**src/common/timer_set_pkg.sv**
```systemverilog
package timer_set_pkg;
    // Channel layout: 0 stand-alone, 1/2 first pair, 3/4 second pair
    localparam int CH_NUM = 5;
    localparam int TRIG_CH = 4;
    localparam int ADDR_W_MIN = 8;

    // Byte offsets within a channel block, channel block stride 16 bytes
    localparam logic [3:0] OFS_CTRL = 4'h0;
    localparam logic [3:0] OFS_PERIOD = 4'h4;
    localparam logic [3:0] OFS_COUNT = 4'h8;
    localparam int CH_SHIFT = 4;
    localparam logic [7:0] STATUS_ADDR = 8'h50;
    localparam logic [7:0] MASK_ADDR = 8'h54;

    // Control field positions
    localparam int RUN_BIT = 15;
    localparam int IDLE_BIT = 13;
    localparam int GATE_BIT = 6;
    localparam int PRE_HI = 5;
    localparam int PRE_LO = 4;
    localparam int JOIN_BIT = 3;
    localparam int SYNC_BIT = 2;
    localparam int CSRC_BIT = 1;

    // Implemented control bits per channel kind
    localparam logic [15:0] CTRL_MASK_SA = 16'ha076;
    localparam logic [15:0] CTRL_MASK_LO = 16'ha07a;
    localparam logic [15:0] CTRL_MASK_UP = 16'ha072;

    // Prescaler terminal counts for 1:1, 1:8, 1:64, 1:256
    localparam logic [7:0] PRE_LIM_1 = 8'h00;
    localparam logic [7:0] PRE_LIM_8 = 8'h07;
    localparam logic [7:0] PRE_LIM_64 = 8'h3f;
    localparam logic [7:0] PRE_LIM_256 = 8'hff;
    localparam logic [1:0] PRE_SEL_1 = 2'h0;
    localparam logic [1:0] PRE_SEL_8 = 2'h1;
    localparam logic [1:0] PRE_SEL_64 = 2'h2;
    localparam logic [1:0] PRE_SEL_256 = 2'h3;

    // Reset values
    localparam logic [15:0] CTRL_RST = 16'h0000;
    localparam logic [15:0] PERIOD_RST = 16'hffff;
    localparam logic [15:0] COUNT_RST = 16'h0000;
    localparam logic [15:0] COUNT_MAX = 16'hffff;

    // AXI responses
    localparam logic [1:0] RESP_OKAY = 2'h0;
    localparam logic [1:0] RESP_SLVERR = 2'h2;
endpackage

```
**src/rtl/timer_set.sv**
```systemverilog
// The address map and the AXI4-Lite interface to the registers were left to the implementer.
`timescale 1ns/100ps
// Operation
// RULE1: Stand-alone timer: timer, synchronous or asynchronous counter.
// RULE2: Stand-alone interrupt on period match or gated gate falling edge.
// RULE3: Run enable bit 15 starts counting when 1, stops when 0.
// RULE4: Idle halt bit 13 stops the timer during idle, else it runs.
// RULE5: Gate bit makes internal-clock timer count only while gate high.
// RULE6: Prescale bits 5-4 divide by 1, 8, 64 or 256.
// RULE7: Stand-alone sync bit 2 syncs external clock; ignored on internal.
// RULE8: Clock source bit 1 picks external rising edges or instruction clock.
// RULE9: Join bit 3 of lower control makes one 32-bit timer, lower is LSW.
// RULE10: Joined, upper control ignored; lower control, clock, gate govern.
// RULE11: Joined, interrupt goes to the upper timer flag only.
// RULE12: Joined period is upper period high word, lower period low word.
// RULE13: Joined, upper count holds high word, lower count low word.
// RULE14: Unjoined pair timers run independently with no asynchronous mode.
// RULE15: Joined timer interrupts when 32-bit count matches 32-bit period.
// RULE16: Converter trigger comes only from the second pair's upper timer.
// RULE17: Unimplemented control bits ignore writes and read zero.
// RULE18: Count increments per tick; on period match wraps to zero and flags.
// RULE19: Joined, upper word increments when lower word rolls over.
module timer_set #(
    parameter int ADDR_W = 8
) (
    input wire logic sys_clk,
    input wire logic nrst,
    input wire logic [ADDR_W-1:0] s_axi_awaddr,
    input wire logic s_axi_awvalid,
    output logic s_axi_awready,
    input wire logic [31:0] s_axi_wdata,
    input wire logic [3:0] s_axi_wstrb,
    input wire logic s_axi_wvalid,
    output logic s_axi_wready,
    output logic [1:0] s_axi_bresp,
    output logic s_axi_bvalid,
    input wire logic s_axi_bready,
    input wire logic [ADDR_W-1:0] s_axi_araddr,
    input wire logic s_axi_arvalid,
    output logic s_axi_arready,
    output logic [31:0] s_axi_rdata,
    output logic [1:0] s_axi_rresp,
    output logic s_axi_rvalid,
    input wire logic s_axi_rready,
    input wire logic [timer_set_pkg::CH_NUM-1:0] ext_clock_pin,
    input wire logic [timer_set_pkg::CH_NUM-1:0] gate_pin,
    input wire logic idle_mode,
    output logic irq,
    output logic adc_trigger
);

    localparam int N = timer_set_pkg::CH_NUM;

    if (ADDR_W < timer_set_pkg::ADDR_W_MIN) begin : g_chk
        $error("timer_set: ADDR_W too small for the register map");
    end

    logic [ADDR_W-1:0] aw_addr_reg;
    logic aw_full_reg, w_full_reg, awready_reg, wready_reg, bvalid_reg;
    logic arready_reg, rvalid_reg, wr_en, wr_ok, rd_ok, instr_en_reg;
    logic irq_reg, trig_reg;
    logic [31:0] w_data_reg, rdata_reg, rd_word;
    logic [3:0] w_strb_reg, wr_ofs;
    logic [1:0] bresp_reg, rresp_reg;
    logic [2:0] wr_ch;
    logic [N-1:0] status_reg, mask_reg, tick_w, event_w;
    logic [15:0] ctrl_w [N], period_w [N], count_w [N];

    function automatic logic [15:0] merge(input logic [15:0] old,
                                          input logic [31:0] d,
                                          input logic [3:0] s);
        logic [15:0] v;
        v = old;
        if (s[0]) v[7:0] = d[7:0];
        if (s[1]) v[15:8] = d[15:8];
        return v;
    endfunction

    function automatic logic mapped(input logic [ADDR_W-1:0] a);
        logic [ADDR_W-1:0] hi;
        logic [2:0] ch;
        hi = a >> 7;
        ch = a[6:4];
        if (hi != '0) begin
            return 1'b0;
        end
        if (a[7:0] == timer_set_pkg::STATUS_ADDR ||
            a[7:0] == timer_set_pkg::MASK_ADDR) begin
            return 1'b1;
        end
        return (32'(ch) < 32'(N)) && (a[3:2] != 2'h3);
    endfunction

    // Instruction clock enable, half of the system clock
    always_ff @(posedge sys_clk or negedge nrst) begin
        if (!nrst) begin
            instr_en_reg <= 1'b0;
        end else begin
            instr_en_reg <= ~instr_en_reg; // RULE8
        end
    end

    // AXI write address and data capture, in either order
    always_ff @(posedge sys_clk or negedge nrst) begin
        if (!nrst) begin
            aw_addr_reg <= '0;
            aw_full_reg <= 1'b0;
            awready_reg <= 1'b1;
            w_data_reg <= 32'h0000_0000;
            w_strb_reg <= 4'h0;
            w_full_reg <= 1'b0;
            wready_reg <= 1'b1;
        end else begin
            if (s_axi_awvalid && awready_reg) begin
                aw_addr_reg <= s_axi_awaddr;
                aw_full_reg <= 1'b1;
                awready_reg <= 1'b0;
            end else if (wr_en) begin
                aw_full_reg <= 1'b0;
            end else if (bvalid_reg && s_axi_bready) begin
                awready_reg <= 1'b1;
            end
            if (s_axi_wvalid && wready_reg) begin
                w_data_reg <= s_axi_wdata;
                w_strb_reg <= s_axi_wstrb;
                w_full_reg <= 1'b1;
                wready_reg <= 1'b0;
            end else if (wr_en) begin
                w_full_reg <= 1'b0;
            end else if (bvalid_reg && s_axi_bready) begin
                wready_reg <= 1'b1;
            end
        end
    end

    assign wr_en = aw_full_reg & w_full_reg & ~bvalid_reg;
    assign wr_ok = mapped(aw_addr_reg);
    assign wr_ch = aw_addr_reg[6:4];
    assign wr_ofs = {aw_addr_reg[3:2], 2'b00};

    // Write response
    always_ff @(posedge sys_clk or negedge nrst) begin
        if (!nrst) begin
            bvalid_reg <= 1'b0;
            bresp_reg <= timer_set_pkg::RESP_OKAY;
        end else if (wr_en) begin
            bvalid_reg <= 1'b1;
            bresp_reg <= wr_ok ? timer_set_pkg::RESP_OKAY
                               : timer_set_pkg::RESP_SLVERR;
        end else if (bvalid_reg && s_axi_bready) begin
            bvalid_reg <= 1'b0;
        end
    end

    // Read mux
    always_comb begin
        rd_word = 32'h0000_0000;
        rd_ok = mapped(s_axi_araddr);
        if (s_axi_araddr[7:0] == timer_set_pkg::STATUS_ADDR) begin
            rd_word = 32'(status_reg);
        end else if (s_axi_araddr[7:0] == timer_set_pkg::MASK_ADDR) begin
            rd_word = 32'(mask_reg);
        end else begin
            for (int k = 0; k < N; k++) begin
                if (32'(s_axi_araddr[6:4]) == k) begin
                    unique case ({s_axi_araddr[3:2], 2'b00})
                        timer_set_pkg::OFS_CTRL: begin
                            rd_word = {16'h0000, ctrl_w[k]}; // RULE17
                        end
                        timer_set_pkg::OFS_PERIOD: begin
                            rd_word = {16'h0000, period_w[k]};
                        end
                        timer_set_pkg::OFS_COUNT: begin
                            rd_word = {16'h0000, count_w[k]}; // RULE13
                        end
                        default: begin
                            rd_word = 32'h0000_0000;
                        end
                    endcase
                end
            end
        end
        if (!rd_ok) begin
            rd_word = 32'h0000_0000;
        end
    end

    // Read channel
    always_ff @(posedge sys_clk or negedge nrst) begin
        if (!nrst) begin
            arready_reg <= 1'b1;
            rvalid_reg <= 1'b0;
            rdata_reg <= 32'h0000_0000;
            rresp_reg <= timer_set_pkg::RESP_OKAY;
        end else if (s_axi_arvalid && arready_reg) begin
            arready_reg <= 1'b0;
            rvalid_reg <= 1'b1;
            rdata_reg <= rd_word;
            rresp_reg <= rd_ok ? timer_set_pkg::RESP_OKAY
                               : timer_set_pkg::RESP_SLVERR;
        end else if (rvalid_reg && s_axi_rready) begin
            rvalid_reg <= 1'b0;
            arready_reg <= 1'b1;
        end
    end

    // Timer channels
    for (genvar i = 0; i < N; i++) begin : g_ch
        localparam bit IS_LOWER = (i % 2 == 1);
        localparam bit IS_UPPER = (i != 0) && (i % 2 == 0);
        localparam int LO = IS_UPPER ? i - 1 : i;
        localparam int HI = IS_LOWER ? i + 1 : i;
        localparam logic [15:0] WMASK = (i == 0) ?
            timer_set_pkg::CTRL_MASK_SA :
            (IS_LOWER ? timer_set_pkg::CTRL_MASK_LO
                      : timer_set_pkg::CTRL_MASK_UP);
        logic [15:0] ctrl_reg, period_reg, count_reg;
        logic [7:0] pre_reg, pre_lim;
        logic s1_reg, s2_reg, clk_prev_reg, gate_prev_reg, wr_hit;
        logic joined, clk_sel, base_tick, gate_ok, run, step;
        logic own_tick, tick, match, carry, gate_fall;

        assign ctrl_w[i] = ctrl_reg;
        assign period_w[i] = period_reg;
        assign count_w[i] = count_reg;
        assign wr_hit = wr_en && wr_ok && (32'(wr_ch) == i);
        assign joined = (i != 0) &&
                        ctrl_w[LO][timer_set_pkg::JOIN_BIT]; // RULE9

        // External clock synchroniser and edge detect
        always_ff @(posedge sys_clk or negedge nrst) begin
            if (!nrst) begin
                s1_reg <= 1'b0;
                s2_reg <= 1'b0;
                clk_prev_reg <= 1'b0;
                gate_prev_reg <= 1'b0;
            end else begin
                s1_reg <= ext_clock_pin[i];
                s2_reg <= s1_reg;
                clk_prev_reg <= clk_sel;
                gate_prev_reg <= gate_pin[i];
            end
        end

        // Only the stand-alone timer may bypass synchronisation
        assign clk_sel = (i == 0 && !ctrl_reg[timer_set_pkg::SYNC_BIT])
                         ? ext_clock_pin[i] : s2_reg; // RULE7 RULE14 RULE1
        assign base_tick = ctrl_reg[timer_set_pkg::CSRC_BIT]
                           ? (clk_sel & ~clk_prev_reg) : instr_en_reg; // RULE8
        assign gate_ok = ctrl_reg[timer_set_pkg::CSRC_BIT] |
                         ~ctrl_reg[timer_set_pkg::GATE_BIT] |
                         gate_pin[i]; // RULE5
        assign run = ctrl_reg[timer_set_pkg::RUN_BIT] & // RULE3
                     ~(ctrl_reg[timer_set_pkg::IDLE_BIT] & idle_mode); // RULE4
        assign step = run & gate_ok & base_tick;

        always_comb begin
            unique case (ctrl_reg[timer_set_pkg::PRE_HI:timer_set_pkg::PRE_LO])
                timer_set_pkg::PRE_SEL_1: pre_lim = timer_set_pkg::PRE_LIM_1;
                timer_set_pkg::PRE_SEL_8: pre_lim = timer_set_pkg::PRE_LIM_8;
                timer_set_pkg::PRE_SEL_64: pre_lim = timer_set_pkg::PRE_LIM_64;
                timer_set_pkg::PRE_SEL_256: begin
                    pre_lim = timer_set_pkg::PRE_LIM_256;
                end
            endcase
        end

        assign own_tick = step & (pre_reg >= pre_lim); // RULE6
        assign tick_w[i] = own_tick;
        // Joined upper half follows the lower half's clock, gate, control
        assign tick = (joined && IS_UPPER) ? tick_w[LO] : own_tick; // RULE10
        assign match = joined
            ? ({count_w[HI], count_w[LO]} ==
               {period_w[HI], period_w[LO]})
            : (count_reg == period_reg); // RULE12 RULE15
        assign carry = !joined || IS_LOWER ||
                       (count_w[LO] == timer_set_pkg::COUNT_MAX); // RULE19
        assign gate_fall = (i == 0) && run &&
                           !ctrl_reg[timer_set_pkg::CSRC_BIT] &&
                           ctrl_reg[timer_set_pkg::GATE_BIT] &&
                           gate_prev_reg && !gate_pin[i]; // RULE2
        assign event_w[i] = (tick & match & ~(joined & IS_LOWER)) |
                            gate_fall; // RULE11 RULE18 RULE2

        // Prescaler
        always_ff @(posedge sys_clk or negedge nrst) begin
            if (!nrst) begin
                pre_reg <= 8'h00;
            end else if (!run ||
                         (wr_hit && wr_ofs == timer_set_pkg::OFS_CTRL)) begin
                pre_reg <= 8'h00;
            end else if (step) begin
                pre_reg <= own_tick ? 8'h00 : pre_reg + 8'h01; // RULE6
            end
        end

        // Control and period registers
        always_ff @(posedge sys_clk or negedge nrst) begin
            if (!nrst) begin
                ctrl_reg <= timer_set_pkg::CTRL_RST;
                period_reg <= timer_set_pkg::PERIOD_RST;
            end else if (wr_hit) begin
                if (wr_ofs == timer_set_pkg::OFS_CTRL) begin
                    ctrl_reg <= merge(ctrl_reg, w_data_reg, w_strb_reg)
                                & WMASK; // RULE17 RULE3
                end
                if (wr_ofs == timer_set_pkg::OFS_PERIOD) begin
                    period_reg <= merge(period_reg, w_data_reg, w_strb_reg);
                end
            end
        end

        // Count register
        always_ff @(posedge sys_clk or negedge nrst) begin
            if (!nrst) begin
                count_reg <= timer_set_pkg::COUNT_RST;
            end else if (wr_hit && wr_ofs == timer_set_pkg::OFS_COUNT) begin
                count_reg <= merge(count_reg, w_data_reg, w_strb_reg);
            end else if (tick) begin
                if (match) begin
                    count_reg <= timer_set_pkg::COUNT_RST; // RULE18 RULE15
                end else if (carry) begin
                    count_reg <= count_reg + 16'h0001; // RULE18 RULE19
                end
            end
        end
    end

    // Sticky status, write one to clear, events win
    always_ff @(posedge sys_clk or negedge nrst) begin
        if (!nrst) begin
            status_reg <= '0;
            mask_reg <= '0;
        end else begin
            if (wr_en && aw_addr_reg[7:0] ==
                timer_set_pkg::STATUS_ADDR && wr_ok) begin
                status_reg <= (status_reg & ~w_data_reg[N-1:0]) | event_w;
            end else begin
                status_reg <= status_reg | event_w;
            end
            if (wr_en && aw_addr_reg[7:0] ==
                timer_set_pkg::MASK_ADDR && wr_ok) begin
                mask_reg <= w_data_reg[N-1:0];
            end
        end
    end

    // Interrupt and converter trigger outputs
    always_ff @(posedge sys_clk or negedge nrst) begin
        if (!nrst) begin
            irq_reg <= 1'b0;
            trig_reg <= 1'b0;
        end else begin
            irq_reg <= |(status_reg & mask_reg);
            trig_reg <= event_w[timer_set_pkg::TRIG_CH]; // RULE16
        end
    end

    assign s_axi_awready = awready_reg;
    assign s_axi_wready = wready_reg;
    assign s_axi_bvalid = bvalid_reg;
    assign s_axi_bresp = bresp_reg;
    assign s_axi_arready = arready_reg;
    assign s_axi_rvalid = rvalid_reg;
    assign s_axi_rdata = rdata_reg;
    assign s_axi_rresp = rresp_reg;
    assign irq = irq_reg;
    assign adc_trigger = trig_reg;

endmodule // timer_set

```
**config.mk**
```make
export PLATFORM = sky130hd
export DESIGN_NAME = timer_set
export DESIGN_NICKNAME = d
export VERILOG_FILES = /design/src/common/timer_set_pkg.sv /design/src/rtl/timer_set.sv
export SDC_FILE = /design/constraint.sdc
export NUM_CORES = 1
export LEC_CHECK = 0
export ABC_AREA = 1
export BUFFER_PORTS_ARGS = -buffer_cell sky130_fd_sc_hd__buf_2
export CAP_MARGIN = 20
export CORE_UTILIZATION = 57
export DETAILED_ROUTE_END_ITERATION = 10
export PLACE_DENSITY = 0.79
export SETUP_SLACK_MARGIN = 0.3
export SYNTH_ARGS = -nofsm -noshare
export SYNTH_HDL_FRONTEND = slang
export SYNTH_SLANG_ARGS = --single-unit
```
**constraint.sdc**
```tcl
create_clock -name sys_clk -period 2.7 [get_ports sys_clk]
set_input_delay 0.54 -clock sys_clk [delete_from_list [all_inputs] [get_ports sys_clk]]
set_output_delay 0.54 -clock sys_clk [all_outputs]
set_load 0.005 [all_outputs]
```
Word level (Yosys, flattened, before mapping)
Index checks and enable logic that the tools add are counted. Widths: inputs -> output; s select.

Flip-flop bits (word level): 331. Input port bits: 70. Output and inout bits: 43. Word-level logic and storage cells: 417.

$add $sub $neg: 10. Magnitude comparators: 7. Equal/unequal tests: 54. Mux-type cells: 94. Bitwise gates (word level): 74. Reduce and logical (&&, ||, !) cells: 109.

Operator list (count): $mux 16 (18); $pmux 16 s3 (5); $mux 32 (7); $pmux 8 s4 (5); $mux 8 (17); $add 16x1->16 const B (5); $eq 16x16->1 (5); $reduce_and 3->1 (24); $eq 32x32->1 (2); $add 8x1->8 const B (5); $ge 8x8->1 (5); $and 1x1->1 (39); $mux 1 (39); $eq 16x16->1 const B (2); $eq 8x7->1 const B (4); $reduce_bool 2->1 (16); $logic_and 1x1->1 (31); $eq 2x2->1 const B (12); $ne 2x2->1 const B (12); $not 1->1 (19); $reduce_and 2->1 (8); $eq 2x1->1 const B (7); $eq 3x2->1 const B (4); $logic_not 2->1 (6); 16 further kinds (51).

Logic depth before layout (Yosys ltp)
Depth after elaboration: 11. Depth in mapped cells: 16. Mapped depth without buffers: 15.

Worst setup path before layout
Ideal clock, no wire load.

Kind: register -> register. Start: reg g_ch[0].ctrl_reg[5]. End: reg g_ch[0].count_reg[2]. Library setup time: 0.117 ns. Arrival: 2.036 ns. Required time: 2.583 ns. Path slack: 0.547 ns. Stages on the path, launching flop included: 13. Path buffers: 1. Clock period less this slack: 2.153 ns. Cell sequence: dfrtp_1 > inv_1 > nand2_1 > inv_1 > ha_1 > nor2_1 > o21ai_0 > a31oi_1 > o21ai_0 > nand3_4 > buf_2 > nand3_1 > nand2_1.

Cells in the longest elaborated chain, start to end: 6. Elaborated cells between the ends (all ways): 9. Those cells by class: order compare: 1; eq/ne: 3; mux: 1; bitwise: 1; reduce/logical: 3.

RTL lines: start, declared (RTL line timer_set.sv:217) `logic [15:0] ctrl_reg, period_reg, count_reg;`; start signal, assigned (RTL line timer_set.sv:300) `ctrl_reg <= timer_set_pkg::CTRL_RST;`; start signal, assigned (RTL line timer_set.sv:304) `ctrl_reg <= merge(ctrl_reg, w_data_reg, w_strb_reg)`; $eq 2x2->1 (tied with other cells) (RTL line timer_set.sv:258) `unique case (ctrl_reg[timer_set_pkg::PRE_HI:timer_set_pkg::PRE_LO])`; $pmux 8 s4 (*) (RTL line timer_set.sv:258); $ge 8x8->1 (*) (RTL line timer_set.sv:268) `assign own_tick = step & (pre_reg >= pre_lim);`; $and 1x1->1 (*) (RTL line timer_set.sv:268); $reduce_bool 2->1 (no line) (*); $reduce_and 2->1 (no line) (*); end signal, assigned (RTL line timer_set.sv:316) `count_reg <= timer_set_pkg::COUNT_RST;`; end signal, assigned (RTL line timer_set.sv:318) `count_reg <= merge(count_reg, w_data_reg, w_strb_reg);`; end signal, assigned (RTL line timer_set.sv:321) `count_reg <= timer_set_pkg::COUNT_RST;`; end, declared (RTL line timer_set.sv:217).

Every way passes the cells marked *; elsewhere a longest branch is shown, timed or not. A chain may end at the register's enable or synchronous reset.

Final worst setup path
Start: reg g_ch[3].count_reg[0]. End: reg g_ch[4].count_reg[9].

Cells in the longest elaborated chain, start to end: 5. Elaborated cells between the ends (all ways): 9. Those cells by class: eq/ne: 2; mux: 4; reduce/logical: 3.

RTL lines: start, declared (RTL line timer_set.sv:217); start signal, assigned (RTL line timer_set.sv:316); start signal, assigned (RTL line timer_set.sv:318); start signal, assigned (RTL line timer_set.sv:321); $eq 32x32->1 (RTL line timer_set.sv:273) `? ({count_w[HI], count_w[LO]} ==`; $mux 1 (RTL line timer_set.sv:273); $mux 16 (RTL line timer_set.sv:320) `if (match) begin`; $mux 16 (RTL line timer_set.sv:319) `end else if (tick) begin`; $mux 16 (RTL line timer_set.sv:317) `end else if (wr_hit && wr_ofs == timer_set_pkg::OFS_COUNT) begin`; end signal, assigned (RTL line timer_set.sv:316); end signal, assigned (RTL line timer_set.sv:318); end signal, assigned (RTL line timer_set.sv:321); end, declared (RTL line timer_set.sv:217).

Several ways; a longest one is shown, not always the timed one. The select of a mux whose other input is x is not followed.

==> metrics.txt <==
total CTS buffers 37; first-pass GRT wire length around 100,000 microns; Clock transition at path regs 0.06 ns; DIE AREA around 35,000 sq um; grt ovf 0; CTS sink cnt 313; H-tree Lvls 2; largest family of logic cells by synthesized area simple AND/OR/NAND/NOR gates; CP Max Fanout 8; share of cells above drive strength 1 0.141; leak pwr 0.0108 uW; Total Neg Setup Slack 0 ns; 1st-pass router iterations 7; worst min-delay path class input port to async pin; placed cell area between 20,000 and 25,000 sq um; Reg area 7940 sq um; Worst-Skew Late Latency about 0.57 ns; worst path required time approximately 3.2 ns; Peak supply drop approximately 0.8 mV; most common cell after layout, fill and taps aside nand2_1; setup violators final 0; switching share of power 0.370; yosys warns 0; Clock Tree Root clkbuf_16; Gate Count Post-Synth about 2,700; multiplexer share of the synthesized area 0.00341; XOR/XNOR share of the synthesized area 0.0573; Critical Path End Type register; die width ~190 microns; Sw Pwr between 5000 and 6000 uW; GRT Util Overall 0.391; CORE AREA 33,500 sq um; Async SR Flop Fraction 1.00; Final Hold Slack -0.0299 ns; crit share post-route 0.858; Netlist cell types 60; Post-synth EDFFs 0; P_int approximately 9600 uW; antenna-violating nets left 0; worst setup path class register to register; area growth from synthesis to layout 14.4%; most frequent cells in the layout nand2_1, inv_1, dfrtp_1; combinational power share 0.266; Syn Std Cell Area about 20,000 sq um; CTS tree done; Worst-Margin Slew between 0.8 and 0.9 ns; RSZ-0062 raised after global routing yes; min Tclk post-route 2.32 ns; final count of hold timing violations 14; DIE HEIGHT ~190 microns; Avg Cell Area, Syn approximately 7.3 sq um; wire per inst between 20 and 25 microns; port bufs between 70 and 80; largest net degree at the start of global routing 74; Filler cells roughly 2,900; vias per cell between 5 and 6; Detailed Place HPWL between 40,000 and 50,000 microns; CTS Buffer Depth 3; Post-Synth Adder-Cell Area 0.0258; share of power burned in registers 0.375; Top-Level Pins between 100 and 150; # rows 67; WP data arrival between 2 and 3 ns; Critical Path Source Type register; power share of the clock group 0.359; # hold bufs at CTS 0; Final Max Tran Viols 0; initial antenna violation count 1; Initial DRC Count roughly 2,300; f_max between 400 and 500 MHz; Final #Nets a little under 3,000; top_reg_cell synth dfrtp_1; register area share after synthesis 0.409; skew final between 0.02 and 0.03 ns; area share of and/or/nand/nor cells after synthesis 0.315; P per Cell Area 689 nW/um^2; Vias 19,500; vias in the first global route between 15,000 and 20,000; Starting Density 0.579; failing checks hold timing; residual DRC count 0; Final Wtd Congestion between 1 and 1.5; post-route cell area approximately 22,000 sq um; outcome finished with violations; Seq cells post-synth ~310; Synth Area in Compound Gates 0.116; Slew HR 0.409; final wirelength between 60,000 and 70,000 microns; max_cap viols 0; area occupied by multi-input gates slightly above 10,000 sq um
==> layout make-up <==
type / count / area share
multi-input combinational: 2023 / 0.459
clock buffer: 55 / 0.0493
inverter: 253 / 0.0431
timing repair buffer: 177 / 0.0558
clock inverter: 13 / 0.0102
sequential: 313 / 0.357
antenna: 1 / 0.000113
tap: 448 / 0.0252
==> kinds of logic after synthesis <==
| group | Yosys count |
|---|---|
| adder cells (fa/ha/maj) | 40 |
| other | 1 |
| AO/OA/AOI/OAI | 402 |
| flip-flops | 313 |
| AND/OR/NAND/NOR | 1430 |
| XOR/XNOR | 127 |
| buffers and inverters | 350 |
| multiplexers | 6 |
==> timing repair <==
item                                    CTS  global route
pin swaps                                 0             4
buffers inserted                          0             8
resized for setup                         2            21
endpoints found under the setup margin   28            95
==> synthesized netlist by cell type, types with 3 or more instances <==
cell type / instances / area [sq um]
xnor2_1: 23 / 201
nand2_1: 929 / 3490
inv_2: 13 / 48.8
o221ai_1: 18 / 158
a21oi_1: 82 / 410
nor2_1: 162 / 608
dfrtp_1: 230 / 5760
nor3b_1: 3 / 22.5
nand3_4: 4 / 70.1
o21a_1: 4 / 30.0
nand4_1: 34 / 213
nand2_4: 5 / 56.3
nor3_1: 38 / 190
a221oi_1: 9 / 78.8
o21ai_0: 191 / 956
or2_2: 4 / 25.0
o22ai_1: 18 / 113
inv_1: 236 / 886
buf_2: 22 / 110
a31oi_1: 6 / 37.5
o21ai_1: 43 / 215
buf_4: 18 / 135
nand2_2: 13 / 81.3
nand3_2: 4 / 40.0
mux2_2: 5 / 56.3
nand3_1: 187 / 936
nor3_2: 5 / 50.1
nor2_2: 5 / 31.3
nor4_1: 9 / 56.3
buf_1: 4 / 15.0
o211ai_1: 9 / 67.6
nand3b_1: 21 / 158
xor2_1: 104 / 911
a211oi_1: 3 / 22.5
a21o_1: 4 / 30.0
dfstp_2: 83 / 2180
clkbuf_1: 50 / 188
ha_1: 40 / 500
==> worst max-delay path, stage by stage (launching register included) <==
cell	delay, ns
dfrtp_1	0.43
ha_1	0.24
nand3_2	0.17
nor3_4	0.21
nand2_1	0.12
nor2_1	0.18
a31oi_1	0.21
nand2_1	0.14
nand3_2	0.15
buf_4	0.21
nand3_1	0.08
nand2_1	0.07
==> metrics by stage <==
step / setup WS [ns] / utilization / hold slack (ns) / power, uW / cells
final: 0.385 / 0.663 / -0.0299 / 15300 / 3283
after global routing: 0.287 / 0.663 / 0.0201 / 15700 / 3282
after CTS: 0.293 / 0.658 / 0.00593 / 15100 / 3274
after detailed placement: 0.179 / 0.619 / 0.338 / 9600 / 3206
after global placement: 0.195 / 0.618 / 0.334 / 9500 / 3205
after floorplan: 0.547 / - / 0.244 / 7470 / 2686
==> path summary, 6_finish.rpt <==
check,cells past startpoint,endpoint,slack [ns],startpoint
max in group asynchronous,2,g_ch[0].period_reg[10],1.84,nrst
worst min-delay path,1,g_ch[1].count_reg[6],-0.03,nrst
worst min register to register,0,g_ch[1].clk_sel,0.35,g_ch[1].s1_reg
worst max register to register,11,g_ch[4].count_reg[9],0.38,g_ch[3].count_reg[0]
min in group sys_clk,1,g_ch[3].s1_reg,0.09,ext_clock_pin[3]
worst max-delay path,11,g_ch[4].count_reg[9],0.38,g_ch[3].count_reg[0]
==> routing by layer <==
layer	track usage	routed length (microns)	vias to the layer above
met5	0	27	-
met3	0.0871	7710	243
met4	0.247	4480	4
met2	0.582	29300	1136
li1	-	-	8931
met1	0.517	26400	9172
==> power groups by stage <==
stage          Clock [uW]  Sequential, uW  Combinational (uW)
2_1_floorplan           0            5680                1790
5_1_grt              5710            5770                4230
3_3_place_gp            0            5770                3740
4_1_cts              5520            5710                3830
6_report             5500            5740                4070
3_5_place_dp            0            5780                3820
(Power assumes the default switching activity.)
